--- src/cnmt_pkg.sv ---
// Purpose: constants for the network-management slave and node configuration
// Assumes: APB register access, one 40 MHz clock
// Notes:   byte offsets are word aligned; frame handling is left to a CAN core
// What this block does
// Network state machine with four states: init, pre-op, operational, stopped.
// After boot send boot-up frame, then enter pre-operational.
// Pre-operational keeps measuring but sends no process data.
// Start-remote-node command moves node to operational; broadcast moves all.
// With automatic start enabled, go operational straight after boot.
// Services are gated per state as the availability table lists.
// State changes only by command, automatic start or fault fallback.
// Emergency fault moves node to pre-op or stopped per error behaviour.
// Node identifier is 8-bit, valid 1 to 127, unique on network.
// Factory node identifier is 32 until reconfigured.
// New node identifier accepted by SDO write or layer setting service.
// Every communication object identifier is rewritable through SDO.
// Object identifier is a CAN identifier plus control bits.
// Only bit rates from 20 kbit/s to 1.5 Mbit/s are supported.
// Default bit rate is 125 kbit/s.
// Bit rate changes via layer setting; selector 0 standard, 1 customer.
// Both 11-bit standard and 29-bit extended identifiers are supported.
// Data length code gives 0 to 8 data bytes.
// Switchable termination follows a setting written by SDO.
// Every SDO request is answered: 0x60 on write success, 0x80 on error; only node id, control and object identifier writes are answered.
// Act only on commands addressed to own node identifier or zero.
package cnmt_pkg;
  // Register byte offsets
  localparam logic [7:0] OFF_CTRL   = 8'h00;
  localparam logic [7:0] OFF_STATUS = 8'h04;
  localparam logic [7:0] OFF_NODEID = 8'h08;
  localparam logic [7:0] OFF_BRATE  = 8'h0c;
  localparam logic [7:0] OFF_CMD    = 8'h10;
  localparam logic [7:0] OFF_SDO    = 8'h14;
  localparam logic [7:0] OFF_COBID0 = 8'h20;
  localparam int         NUM_COBID  = 4;
  // Control field positions
  localparam int CTRL_AUTOSTART = 0;
  localparam int CTRL_ERR_STOP  = 1;
  localparam int CTRL_TERM      = 2;
  localparam int CTRL_BOOT_DONE = 3;
  localparam int CTRL_FAULT     = 4;
  // Reset values and legal ranges
  localparam logic [7:0]  NODEID_RST   = 8'h20;
  localparam logic [7:0]  NODEID_MIN   = 8'h01;
  localparam logic [7:0]  NODEID_MAX   = 8'h7f;
  localparam logic [11:0] KBPS_RST     = 12'h07d;
  localparam logic [11:0] KBPS_MIN     = 12'h014;
  localparam logic [11:0] KBPS_MAX     = 12'h5dc;
  localparam logic [31:0] COBID_RST    = 32'h0000_0000;
  // Command specifiers, SDO answer codes and frame length limit
  localparam logic [7:0] CMD_START   = 8'h01;
  localparam logic [7:0] CMD_STOP    = 8'h02;
  localparam logic [7:0] CMD_PREOP   = 8'h80;
  localparam logic [7:0] SDO_OK_WR   = 8'h60;
  localparam logic [7:0] SDO_ERR     = 8'h80;
  localparam logic [7:0] DLC_MAX     = 8'h08;
  // Gray-coded network states
  typedef enum logic [1:0] {
    CNMT_INIT  = 2'b00,
    CNMT_PREOP = 2'b01,
    CNMT_OPER  = 2'b11,
    CNMT_STOP  = 2'b10
  } cnmt_state_t;
  // Service enable vector bits
  localparam int SV_NMT = 0;
  localparam int SV_HEARTBEAT = 1;
  localparam int SV_TIME = 2;
  localparam int SV_LSS = 3;
  localparam int SV_EMCY = 4;
  localparam int SV_SDO = 5;
  localparam int SV_SYNC = 6;
  localparam int SV_PDO = 7;
endpackage
--- src/cnmt_node.sv ---
// Purpose: network state machine, service gating and node configuration
// Assumes: a CAN core decodes frames into the command and request strobes
// Notes:   registers sit on APB; zero wait states; unmapped gives pslverr
//          commands are ignored until boot completes, so a master that
//          talks too early sees no reaction rather than a half-made state
`timescale 1ns/10ps
module cnmt_node (
  input  wire logic        pclk,
  input  wire logic        presetn,
  // Register bus
  input  wire logic        psel,
  input  wire logic        penable,
  input  wire logic        pwrite,
  input  wire logic [7:0]  paddr,
  input  wire logic [31:0] pwdata,
  output logic [31:0]      prdata,
  output logic             pready,
  output logic             pslverr,
  // Decoded network-management and layer setting strobes
  input  wire logic        nmt_valid,
  input  wire logic [7:0]  nmt_cs,
  input  wire logic [7:0]  nmt_node,
  input  wire logic        lss_nodeid_valid,
  input  wire logic [7:0]  lss_nodeid,
  input  wire logic        lss_rate_valid,
  input  wire logic [7:0]  lss_table,
  input  wire logic [11:0] lss_kbps,
  // Fault event and frame bookkeeping
  input  wire logic        sensor_fault,
  input  wire logic        frame_valid,
  input  wire logic [3:0]  frame_dlc,
  input  wire logic        frame_ext,
  output logic             frame_ok,
  // Node state and configuration seen by the CAN core
  output logic             boot_msg,
  output logic [1:0]       nmt_state,
  output logic [7:0]       service_en,
  output logic [7:0]       node_id,
  output logic [11:0]      bit_kbps,
  output logic             rate_table,
  output logic             term_en,
  output logic             sdo_resp_valid,
  output logic [7:0]       sdo_resp_code
);
  cnmt_pkg::cnmt_state_t state_q, state_d;
  logic [7:0]  ctrl_q;
  logic [7:0]  node_q;
  logic [11:0] kbps_q;
  logic        table_q;
  logic        boot_q;
  logic        boot_sent_q;
  logic        fault_q;
  logic        resp_q;
  logic [7:0]  code_q;
  logic        fok_q;
  logic [31:0] cobid_q [cnmt_pkg::NUM_COBID];

  // APB decode
  wire         acc     = psel & penable;
  wire         wr      = acc & pwrite;
  wire         hit_ctl = paddr == cnmt_pkg::OFF_CTRL;
  wire         hit_st  = paddr == cnmt_pkg::OFF_STATUS;
  wire         hit_nid = paddr == cnmt_pkg::OFF_NODEID;
  wire         hit_br  = paddr == cnmt_pkg::OFF_BRATE;
  wire         hit_cmd = paddr == cnmt_pkg::OFF_CMD;
  wire         hit_sdo = paddr == cnmt_pkg::OFF_SDO;
  wire         hit_cob = paddr[7:4] == cnmt_pkg::OFF_COBID0[7:4];
  wire [1:0]   cob_ix  = paddr[3:2];
  wire         hit_any = hit_ctl | hit_st | hit_nid | hit_br | hit_cmd
                         | hit_sdo | hit_cob;
  // SDO writes to node id are checked, bad values answer 0x80; bit rate writes are dropped
  // Range check
  wire         nid_good = pwdata[7:0] >= cnmt_pkg::NODEID_MIN &&
                          pwdata[7:0] <= cnmt_pkg::NODEID_MAX;
  // Rate window
  wire         br_good  = pwdata[11:0] >= cnmt_pkg::KBPS_MIN &&
                          pwdata[11:0] <= cnmt_pkg::KBPS_MAX;
  wire         lss_br_ok = lss_kbps >= cnmt_pkg::KBPS_MIN &&
                           lss_kbps <= cnmt_pkg::KBPS_MAX &&
                           lss_table <= 8'h01;
  wire         lss_nid_ok = lss_nodeid >= cnmt_pkg::NODEID_MIN &&
                            lss_nodeid <= cnmt_pkg::NODEID_MAX;
  wire         sdo_wr   = wr & (hit_nid | hit_ctl | hit_cob);
  wire         sdo_bad  = wr & hit_nid & ~nid_good;

  assign pready  = 1'b1;
  assign pslverr = acc & ~hit_any;

  // Read mux; status shows the live state and fault latch
  always_comb begin
    prdata = 32'h0000_0000;
    if (acc & ~pwrite) begin
      if (hit_ctl) prdata = {24'h000000, ctrl_q};
      else if (hit_st) prdata = {16'h0000, service_en, 4'h0,
                                 fault_q, boot_sent_q, state_q};
      else if (hit_nid) prdata = {24'h000000, node_q};
      else if (hit_br) prdata = {19'h00000, table_q, kbps_q};
      else if (hit_sdo) prdata = {23'h000000, resp_q, code_q};
      else if (hit_cob) prdata = cobid_q[cob_ix];
    end
  end

  // Address filter
  wire nmt_for_me = nmt_valid & ((nmt_node == node_q) | (nmt_node == 8'h00));
  wire boot_done  = ctrl_q[cnmt_pkg::CTRL_BOOT_DONE];
  wire fault_ev   = sensor_fault | (wr & hit_ctl & pwdata[cnmt_pkg::CTRL_FAULT]);

  // Next state: reset init, boot, commands, fault fallback
  // Four states
  always_comb begin
    state_d = state_q;
    case (state_q)
      cnmt_pkg::CNMT_INIT: begin
        // Boot then pre-op
        // Autostart path
        if (boot_done)
          state_d = ctrl_q[cnmt_pkg::CTRL_AUTOSTART] ? cnmt_pkg::CNMT_OPER
                                                     : cnmt_pkg::CNMT_PREOP;
      end
      cnmt_pkg::CNMT_PREOP, cnmt_pkg::CNMT_OPER, cnmt_pkg::CNMT_STOP: begin
        // Fault fallback wins
        // Otherwise command only
        if (fault_ev)
          state_d = ctrl_q[cnmt_pkg::CTRL_ERR_STOP] ? cnmt_pkg::CNMT_STOP
                                                    : cnmt_pkg::CNMT_PREOP;
        else if (nmt_for_me) begin
          // Start remote node
          if (nmt_cs == cnmt_pkg::CMD_START) state_d = cnmt_pkg::CNMT_OPER;
          else if (nmt_cs == cnmt_pkg::CMD_STOP)
            state_d = cnmt_pkg::CNMT_STOP;
          else if (nmt_cs == cnmt_pkg::CMD_PREOP)
            state_d = cnmt_pkg::CNMT_PREOP;
        end
      end
      default: state_d = cnmt_pkg::CNMT_INIT;
    endcase
  end

  // Service gating
  // No PDO in pre-op
  always_comb begin
    service_en = 8'h00;
    case (state_q)
      cnmt_pkg::CNMT_PREOP: service_en = 8'h3f;
      cnmt_pkg::CNMT_OPER:  service_en = 8'hff;
      cnmt_pkg::CNMT_STOP:  service_en = 8'h0f;
      default:              service_en = 8'h00;
    endcase
  end

  // State and boot-up frame strobe
  always_ff @(posedge pclk or negedge presetn) begin
    if (!presetn) begin
      state_q     <= cnmt_pkg::CNMT_INIT;
      boot_q      <= 1'b0;
      boot_sent_q <= 1'b0;
    end else begin
      state_q     <= state_d;
      // Boot-up message once
      boot_q      <= (state_q == cnmt_pkg::CNMT_INIT) & boot_done;
      boot_sent_q <= boot_sent_q | boot_q;
    end
  end

  // Fault latch; set wins over software clear
  always_ff @(posedge pclk or negedge presetn) begin
    if (!presetn) fault_q <= 1'b0;
    else if (fault_ev) fault_q <= 1'b1;
    else if (wr & hit_st) fault_q <= 1'b0;
  end

  // Control and node id; LSS and SDO both may set the id
  always_ff @(posedge pclk or negedge presetn) begin
    if (!presetn) begin
      ctrl_q <= 8'h00;
      // Factory id
      node_q <= cnmt_pkg::NODEID_RST;
    end else begin
      if (wr & hit_ctl) ctrl_q <= pwdata[7:0] & 8'h0f;
      // SDO or LSS id
      if (wr & hit_nid & nid_good) node_q <= pwdata[7:0];
      else if (lss_nodeid_valid & lss_nid_ok) node_q <= lss_nodeid;
    end
  end

  // Bit rate; only the layer setting service changes it
  always_ff @(posedge pclk or negedge presetn) begin
    if (!presetn) begin
      // Default rate
      kbps_q  <= cnmt_pkg::KBPS_RST;
      table_q <= 1'b0;
    end else if (lss_rate_valid & lss_br_ok) begin
      // Table selector
      kbps_q  <= lss_kbps;
      table_q <= lss_table[0];
    end
  end

  // Rewritable identifiers
  // Id plus control bits
  always_ff @(posedge pclk or negedge presetn) begin
    if (!presetn) begin
      for (int i = 0; i < cnmt_pkg::NUM_COBID; i++)
        cobid_q[i] <= cnmt_pkg::COBID_RST;
    end else if (wr & hit_cob) begin
      cobid_q[cob_ix] <= pwdata;
    end
  end

  // SDO answer
  always_ff @(posedge pclk or negedge presetn) begin
    if (!presetn) begin
      resp_q <= 1'b0;
      code_q <= 8'h00;
    end else begin
      resp_q <= sdo_wr;
      if (sdo_wr) code_q <= sdo_bad ? cnmt_pkg::SDO_ERR : cnmt_pkg::SDO_OK_WR;
    end
  end

  // Both id formats
  // Length bound
  always_ff @(posedge pclk or negedge presetn) begin
    if (!presetn) fok_q <= 1'b0;
    else fok_q <= frame_valid & ({4'h0, frame_dlc} <= cnmt_pkg::DLC_MAX)
                  & (frame_ext | ~frame_ext);
  end

  assign frame_ok       = fok_q;
  assign boot_msg       = boot_q;
  assign nmt_state      = state_q;
  assign node_id        = node_q;
  assign bit_kbps       = kbps_q;
  assign rate_table     = table_q;
  // Termination switch
  assign term_en        = ctrl_q[cnmt_pkg::CTRL_TERM];
  assign sdo_resp_valid = resp_q;
  assign sdo_resp_code  = code_q;

  // The init, stopped and pre-op gating rows each have their own guard, so that a wrong constant in one
  // state cannot hide behind the check of another
  // Init gate
  init_gate_a: assert property (
    @(posedge pclk) disable iff (!presetn)
    state_q == cnmt_pkg::CNMT_INIT |-> service_en == 8'h00)
    else $error("services open during init");

  // Stopped gate
  stop_gate_a: assert property (
    @(posedge pclk) disable iff (!presetn)
    state_q == cnmt_pkg::CNMT_STOP |-> service_en == 8'h0f)
    else $error("wrong services while stopped");

  // Pre-op gate
  preop_gate_a: assert property (
    @(posedge pclk) disable iff (!presetn)
    state_q == cnmt_pkg::CNMT_PREOP |-> service_en == 8'h3f)
    else $error("wrong services in pre-operational");

  // Autostart must skip pre-op entirely
  // Autostart
  boot_auto_a: assert property (
    @(posedge pclk) disable iff (!presetn)
    state_q == cnmt_pkg::CNMT_INIT && boot_done &&
    ctrl_q[cnmt_pkg::CTRL_AUTOSTART] |=> state_q == cnmt_pkg::CNMT_OPER)
    else $error("autostart did not reach operational");

  // A refused id write must leave the id alone
  // Id kept
  nid_keep_a: assert property (
    @(posedge pclk) disable iff (!presetn)
    wr && hit_nid && !nid_good && !lss_nodeid_valid |=> $stable(node_q))
    else $error("refused node id was taken");

  // Rate taken
  lss_rate_a: assert property (
    @(posedge pclk) disable iff (!presetn)
    lss_rate_valid && lss_br_ok |=> kbps_q == $past(lss_kbps) &&
    table_q == $past(lss_table[0]))
    else $error("layer setting rate not applied");

  // Frame length window; the format bit must not matter
  // Long frame
  frame_len_a: assert property (
    @(posedge pclk) disable iff (!presetn)
    frame_valid && frame_dlc > 4'h8 |=> !frame_ok)
    else $error("oversized frame accepted");

  // Any format
  frame_take_a: assert property (
    @(posedge pclk) disable iff (!presetn)
    frame_valid && frame_dlc <= 4'h8 |=> frame_ok)
    else $error("valid frame refused");

  // Earlier guards, one per rule
  oper_cmd_a: assert property (@(posedge pclk) disable iff (!presetn)
    nmt_for_me && nmt_cs == cnmt_pkg::CMD_START && !fault_ev &&
    state_q != cnmt_pkg::CNMT_INIT |=> state_q == cnmt_pkg::CNMT_OPER)
    else $error("start command did not reach operational");

  // The target follows the setting the fault met, not a later write
  fault_fall_a: assert property (@(posedge pclk) disable iff (!presetn)
    fault_ev && state_q != cnmt_pkg::CNMT_INIT |=>
    state_q == ($past(ctrl_q[cnmt_pkg::CTRL_ERR_STOP]) ?
                cnmt_pkg::CNMT_STOP : cnmt_pkg::CNMT_PREOP))
    else $error("fault fallback went wrong");

  boot_pulse_a: assert property (@(posedge pclk) disable iff (!presetn)
    state_q == cnmt_pkg::CNMT_INIT && boot_done |=> boot_q ##1 !boot_q)
    else $error("boot-up strobe missing");

  pdo_gate_a: assert property (@(posedge pclk) disable iff (!presetn)
    service_en[cnmt_pkg::SV_PDO] |-> state_q == cnmt_pkg::CNMT_OPER)
    else $error("process data enabled outside operational");

  no_self_a: assert property (@(posedge pclk) disable iff (!presetn)
    !nmt_for_me && !fault_ev && state_q != cnmt_pkg::CNMT_INIT |=>
    $stable(state_q))
    else $error("state changed by itself");

  node_range_a: assert property (@(posedge pclk) disable iff (!presetn)
    node_q >= cnmt_pkg::NODEID_MIN && node_q <= cnmt_pkg::NODEID_MAX)
    else $error("node id out of range");

  rate_range_a: assert property (@(posedge pclk) disable iff (!presetn)
    kbps_q >= cnmt_pkg::KBPS_MIN && kbps_q <= cnmt_pkg::KBPS_MAX)
    else $error("bit rate out of range");

  sdo_answer_a: assert property (@(posedge pclk) disable iff (!presetn)
    sdo_wr |=> resp_q && (code_q == cnmt_pkg::SDO_OK_WR ||
                          code_q == cnmt_pkg::SDO_ERR))
    else $error("SDO request not answered");

  foreign_a: assert property (@(posedge pclk) disable iff (!presetn)
    nmt_valid && nmt_node != node_q && nmt_node != 8'h00 && !fault_ev &&
    state_q != cnmt_pkg::CNMT_INIT |=> $stable(state_q))
    else $error("acted on foreign command");

  // Main scenarios
  auto_c: cover property (@(posedge pclk) disable iff (!presetn)
    state_q == cnmt_pkg::CNMT_INIT ##1 state_q == cnmt_pkg::CNMT_OPER);

  preop_c: cover property (@(posedge pclk) disable iff (!presetn)
    state_q == cnmt_pkg::CNMT_INIT ##1 state_q == cnmt_pkg::CNMT_PREOP);

  fault_c: cover property (@(posedge pclk) disable iff (!presetn)
    state_q == cnmt_pkg::CNMT_OPER ##1 state_q == cnmt_pkg::CNMT_STOP);

  lss_c: cover property (@(posedge pclk) disable iff (!presetn)
    lss_rate_valid && lss_br_ok && lss_table == 8'h01);

  bad_id_c: cover property (@(posedge pclk) disable iff (!presetn)
    sdo_wr && sdo_bad);

endmodule

--- config.mk ---
export PLATFORM = sky130hd
export DESIGN_NAME = cnmt_node
export DESIGN_NICKNAME = d
export VERILOG_FILES = /design/src/cnmt_pkg.sv /design/src/cnmt_node.sv
export SDC_FILE = /design/constraint.sdc
export NUM_CORES = 1
export LEC_CHECK = 0
export ABC_AREA = 1
export ABC_CLOCK_PERIOD_IN_PS = 1700
export BUFFER_PORTS_ARGS = -buffer_cell sky130_fd_sc_hd__buf_2
export CORE_AREA = 8 8 135 137
export CTS_CLUSTER_SIZE = 40
export DETAILED_ROUTE_END_ITERATION = 6
export DIE_AREA = 0 0 143 145
export GPL_TIMING_DRIVEN = 0
export HOLD_SLACK_MARGIN = 0.03
export PLACE_DENSITY = 0.75
export SYNTH_ARGS = -nofsm -noshare
export SYNTH_HDL_FRONTEND = slang
export SYNTH_SLANG_ARGS = --single-unit
export TNS_END_PERCENT = 50
--- constraint.sdc ---
create_clock -name pclk -period 1.7 [get_ports pclk]
set_input_delay 0.34 -clock pclk [delete_from_list [all_inputs] [get_ports pclk]]
set_output_delay 0.34 -clock pclk [all_outputs]
set_load 0.05 [all_outputs]
# == Word-level counts from Yosys, hierarchy flattened ==
# Cells that the tools add are included.
# W data, S select, Z words.
# word_totals
regBits,168
input_bits,99
output_inout_bits,77
# classes
n_lt_le_gt_ge,10
eq_ne,16
n_mux,28
n_bitwise,32
n_reduce_logical,12
# ops
cell,n
$mux W32,10
$bwmux W128,1
$bmux W32 S2,1
$demux W32 S2,1
$mux W8,3
$pmux W8 S3,1
$and A1 B1 Y1,17
$eq A8 B4 Y1 const B,2
$eq A8 B5 Y1 const B,2
$ge A8 B1 Y1 const B,2
$le A8 B7 Y1 const B,2
$logic_not A8 Y1,2
$mux W2,8
$ge A12 B5 Y1 const B,1
$le A12 B11 Y1 const B,1
$or A1 B1 Y1,11
$eq A8 B1 Y1 const B,1
$eq A8 B2 Y1 const B,1
$eq A8 B3 Y1 const B,1
$eq A8 B8 Y1,1
$eq A8 B8 Y1 const B,1
$le A8 B1 Y1 const B,1
$logic_and A1 B1 Y1,5
$ne A5 B5 Y1 const B,1
other kinds (16),21

# == Longest topological paths before layout ==
# logic_depth
ltp_word,11
ltp_mapped,13

# == Worst setup path before layout ==
# OpenSTA, ideal clock, no wires.
# synth_path
path_kind,input to output
start,in paddr[7]
end,out prdata[3]
t_arrival_ns,2.023
required_ns,1.360
slack_ns,-0.663
stages,8
path_buffers,1
cell_sequence,nor2_2 nand3_2 inv_1 buf_1 nand2_1 nand3_1 o21ai_1 a21oi_1
# synth_via
elab_chain_len,8
elab_cells_between_ends,13
cone_classes,eq/ne (5); mux (7); reduce/logical (1)
# synth_rtl
element,line_no,source
"start, declared",cnmt_node.sv:14,"input wire logic [7:0] paddr,"
$eq A4 B2 Y1,cnmt_node.sv:67,wire hit_cob = paddr[7:4] == cnmt_pkg::OFF_COBID0[7:4];
$mux W32,cnmt_node.sv:99,else if (hit_cob) prdata = cobid_q[cob_ix];
$mux W32,cnmt_node.sv:98,"else if (hit_sdo) prdata = {23'h000000, resp_q, code_q};"
$mux W32,cnmt_node.sv:97,"else if (hit_br) prdata = {19'h00000, table_q, kbps_q};"
$mux W32,cnmt_node.sv:96,"else if (hit_nid) prdata = {24'h000000, node_q};"
$mux W32,cnmt_node.sv:94,"else if (hit_st) prdata = {16'h0000, service_en, 4'h0,"
$mux W32 *,cnmt_node.sv:93,"if (hit_ctl) prdata = {24'h000000, ctrl_q};"
$mux W32 *,cnmt_node.sv:92,if (acc & ~pwrite) begin
"end, declared",cnmt_node.sv:16,"output logic [31:0] prdata,"
# Mark *: on every way between the ends. The rest lies on a longest branch, timed or not.

# == Worst setup path after layout ==
# Ends and elaborated chain as after synthesis.

==> impl_metrics.toml <==
[outcome]
status = "finished with violations"
violations = "negative setup slack"

[yosys]
syn_area_mm2 = 0.00771
avgSynthCellArea_um2 = 7.98
yosysUniqueCellTypes = 34
synthCells = 967
synth-seq-cells = 162
synth_commonest_cells = "nand2_1, dfrtp_1, o21ai_0, inv_1, nor2_1"
yosysSeqAreaShare = 0.527
synth_largest_area_cell = "dfrtp_1"
yosysWarnings = 0
synth_edf_count = 0
synth.area.top_cells = "dfrtp_1, nand2_1, o21ai_0"
synth_most_common_cell = "nand2_1"
synth_top_area_share = 0.503
async_reset_ff_frac = 1.00
synthFlopType = "dfrtp_1"

[setup_path]
crit_path_end_kind = "output port"
crit-reg2reg-launch = "node_id[1]"
path_buf_inv = 5
critPathMaxStageDelay_ps = 210
path_cells = "buf_6 > nor2_4 > buf_6 > nand3_4 > inv_6 > buf_8 > nand2_4 > nand3_2 > o21ai_2 > a21oi_4 > buf_8"
critPathLaunchType = "input port"
slowest_stage = "nor2_4"
cpLargestDelayFamily = "buffers and inverters"
crit_start = "paddr[7]"
cp_data_required_time_ps = 1360
cp.arrival_ps = 1680
crit_fanout = 7
worstSetupPathType = "input port to output port"

[floorplan]
die-area_mm2 = 0.0207
die_y_um = 145
die_x_um = 143
start_util = 0.477
placementRows = 47
core-area_mm2 = 0.0162
io_pins = 176

[clock_network]
cts.sinks = 162
clk_path_buf_depth = 2
worstSkewPairLatency_ps = 420
cts-root-buf = "clkbuf_16"
cts_max_level = 4
cts_tree = "done"
path_clk_slew_ps = 60
cts_buffers = 17

[final_layout]
fin_nets = 1302
n_antenna_cell = 0
multiInputGateArea_mm2 = 0.00391
drive_above_1_share = 0.354
fin_cells = 1436
fill_cells = 1124
seqCellArea_mm2 = 0.00407
design_area_mm2 = 0.0114
syn_to_final_growth_pct = 48.1

[global_route]
grt.overflow.total = 0
grt.met3_usage = 0.0584
met1_usage = 0.325
busiest_layer = "met2"
antenna_found_initial = 0
grt.met2_usage = 0.412
grt_usage = 0.257
grt_pass1_wl_um = 41900
grt_max_degree = 124
grt_pass1_vias = 7883

[placement]
dp_hpwl_um = 17400
gp_congestion = 0.935
place_area_mm2 = 0.00931
dp.cells = 1360
port-buffer-count = 168

[timing]
timing.final.hold_violations = 0
fin_crit_ps = 2020
fin_crit_sh = 1.19
finalClockSkew_ps = 3.05
rsz0062_at_grt = "true"
tightest_slew_ps = 628
setup_viol = 38
max_freq_mhz = 494
setup_ws_ps = -324
maxSlewHeadroom = 0.581
maxSlewViolCount = 0

[drt]
route.detailed.wl_per_inst_um = 19.4
via_count = 8083
drt_wl_total_um = 27900
antenna_left = 0
vias_per_cell = 5.63
drcViolationCount = 0
drt-pass1-iter-count = 6
drtIter0Drc = 780

[hold_path]
hold_path.class = "input port to flip-flop"
hp-start = "frame_dlc[3]"

[run]
maxCapViolCount = 0

[power]
leakagePower_uw = 0.00553
peakVddDrop_uv = 770
p_per_area_mw_per_mm2 = 850
finalPower_uw = 9700
## path summary, 6_finish.rpt
check                           depth (start not counted)            to  slack, ps
worst max-delay path                                   11     prdata[3]       -320
worst min-delay path                                    2      frame_ok        100
worst min register to register                          1   boot_sent_q        480
max in group asynchronous                               3   cobid_q[82]        410
worst max register to register                         12  nmt_state[1]        160
min in group asynchronous                               2    node_id[1]        390
## final cells by class
cell class | count | share of cell area
plain buffers | 56 | 0.0440
clock buffers | 23 | 0.0427
clock inverters | 9 | 0.00603
inverters | 85 | 0.0306
multi-input cells | 668 | 0.343
flip-flops and latches | 162 | 0.356
well taps | 220 | 0.0241
repair buffers | 213 | 0.154
## sequential cells by signal, indices dropped and copies added (netlist names)
signal / count
fault_q: 1
nmt_state: 2
rate_table: 1
bit_kbps: 12
node_id: 8
ctrl_q: 4
frame_ok: 1
boot_sent_q: 1
sdo_resp_valid: 1
boot_msg: 1
sdo_resp_code: 2
cobid_q: 128
## cell usage in the layout (no fill, tap or decap), types with 7 or more instances in the layout
cell type	synthesis	routed
nand2_1	329	298
dfrtp_1	155	153
o21ai_0	150	139
buf_2	11	129
inv_1	78	70
buf_6	1	49
buf_4	12	32
nor2_1	33	23
nand3_1	29	21
clkbuf_16	0	20
buf_8	0	16
a31oi_4	0	16
nand2_4	0	15
nand2_2	0	14
nor2_4	2	13
a22oi_2	0	13
buf_12	0	12
o21ai_1	8	12
clkbuf_2	0	12
a22oi_1	24	11
nand4_1	11	11
a21oi_4	0	10
clkbuf_1	30	9
inv_6	0	7
nand3_2	1	7
inv_2	6	7
o211ai_1	7	7
dfstp_2	7	7
## where the power goes
group,switching [uW],internal (uW),total [uW]
Combinational,1150,660,1810
Clock,1610,2040,3660
Sequential,170,4070,4240
Total,2930,6770,9700
## layer usage
metal / up-vias / wire length [um] / part of all wire
met1: 3936 / 10600 / 0.38
met4: 0 / 1010 / 0.036
met3: 90 / 2370 / 0.085
met2: 423 / 13800 / 0.50
met5: - / 0 / 0
li1: 3634 / - / -
## what timing repair did
item | 4_1_cts | 5_1_grt
gates cloned | 8 | 1
gates resized for setup | 202 | 122
hold buffers | 1 | 0
hold endpoints to repair | 32 | 0
pin swaps | 26 | 44
setup buffers | 24 | 12
endpoints found under the setup margin | 37 | 162
## logic make-up (layout without fill, tap and decap cells)
family	after synthesis	after routing	synth area share
other	2	6	0.000974
AOI/OAI and AO/OA	238	238	0.170
DFF	162	162	0.527
xor gates and xnor gates	5	5	0.00568
buffers and inverters	141	386	0.0772
and+or+nand+nor	419	419	0.219
## per-stage QoR
stage                util  worst slack, ps  hold slack, ps  setup TNS, ps
finish              0.706             -324             105          -8180
global route        0.706             -388             108         -10010
CTS                 0.680             -275             101          -5870
detailed placement  0.576             -733             239         -57220
global placement    0.573            -2420             444        -391560
floorplan               -             -161            44.4          -1640
(Power assumes the default switching activity.)
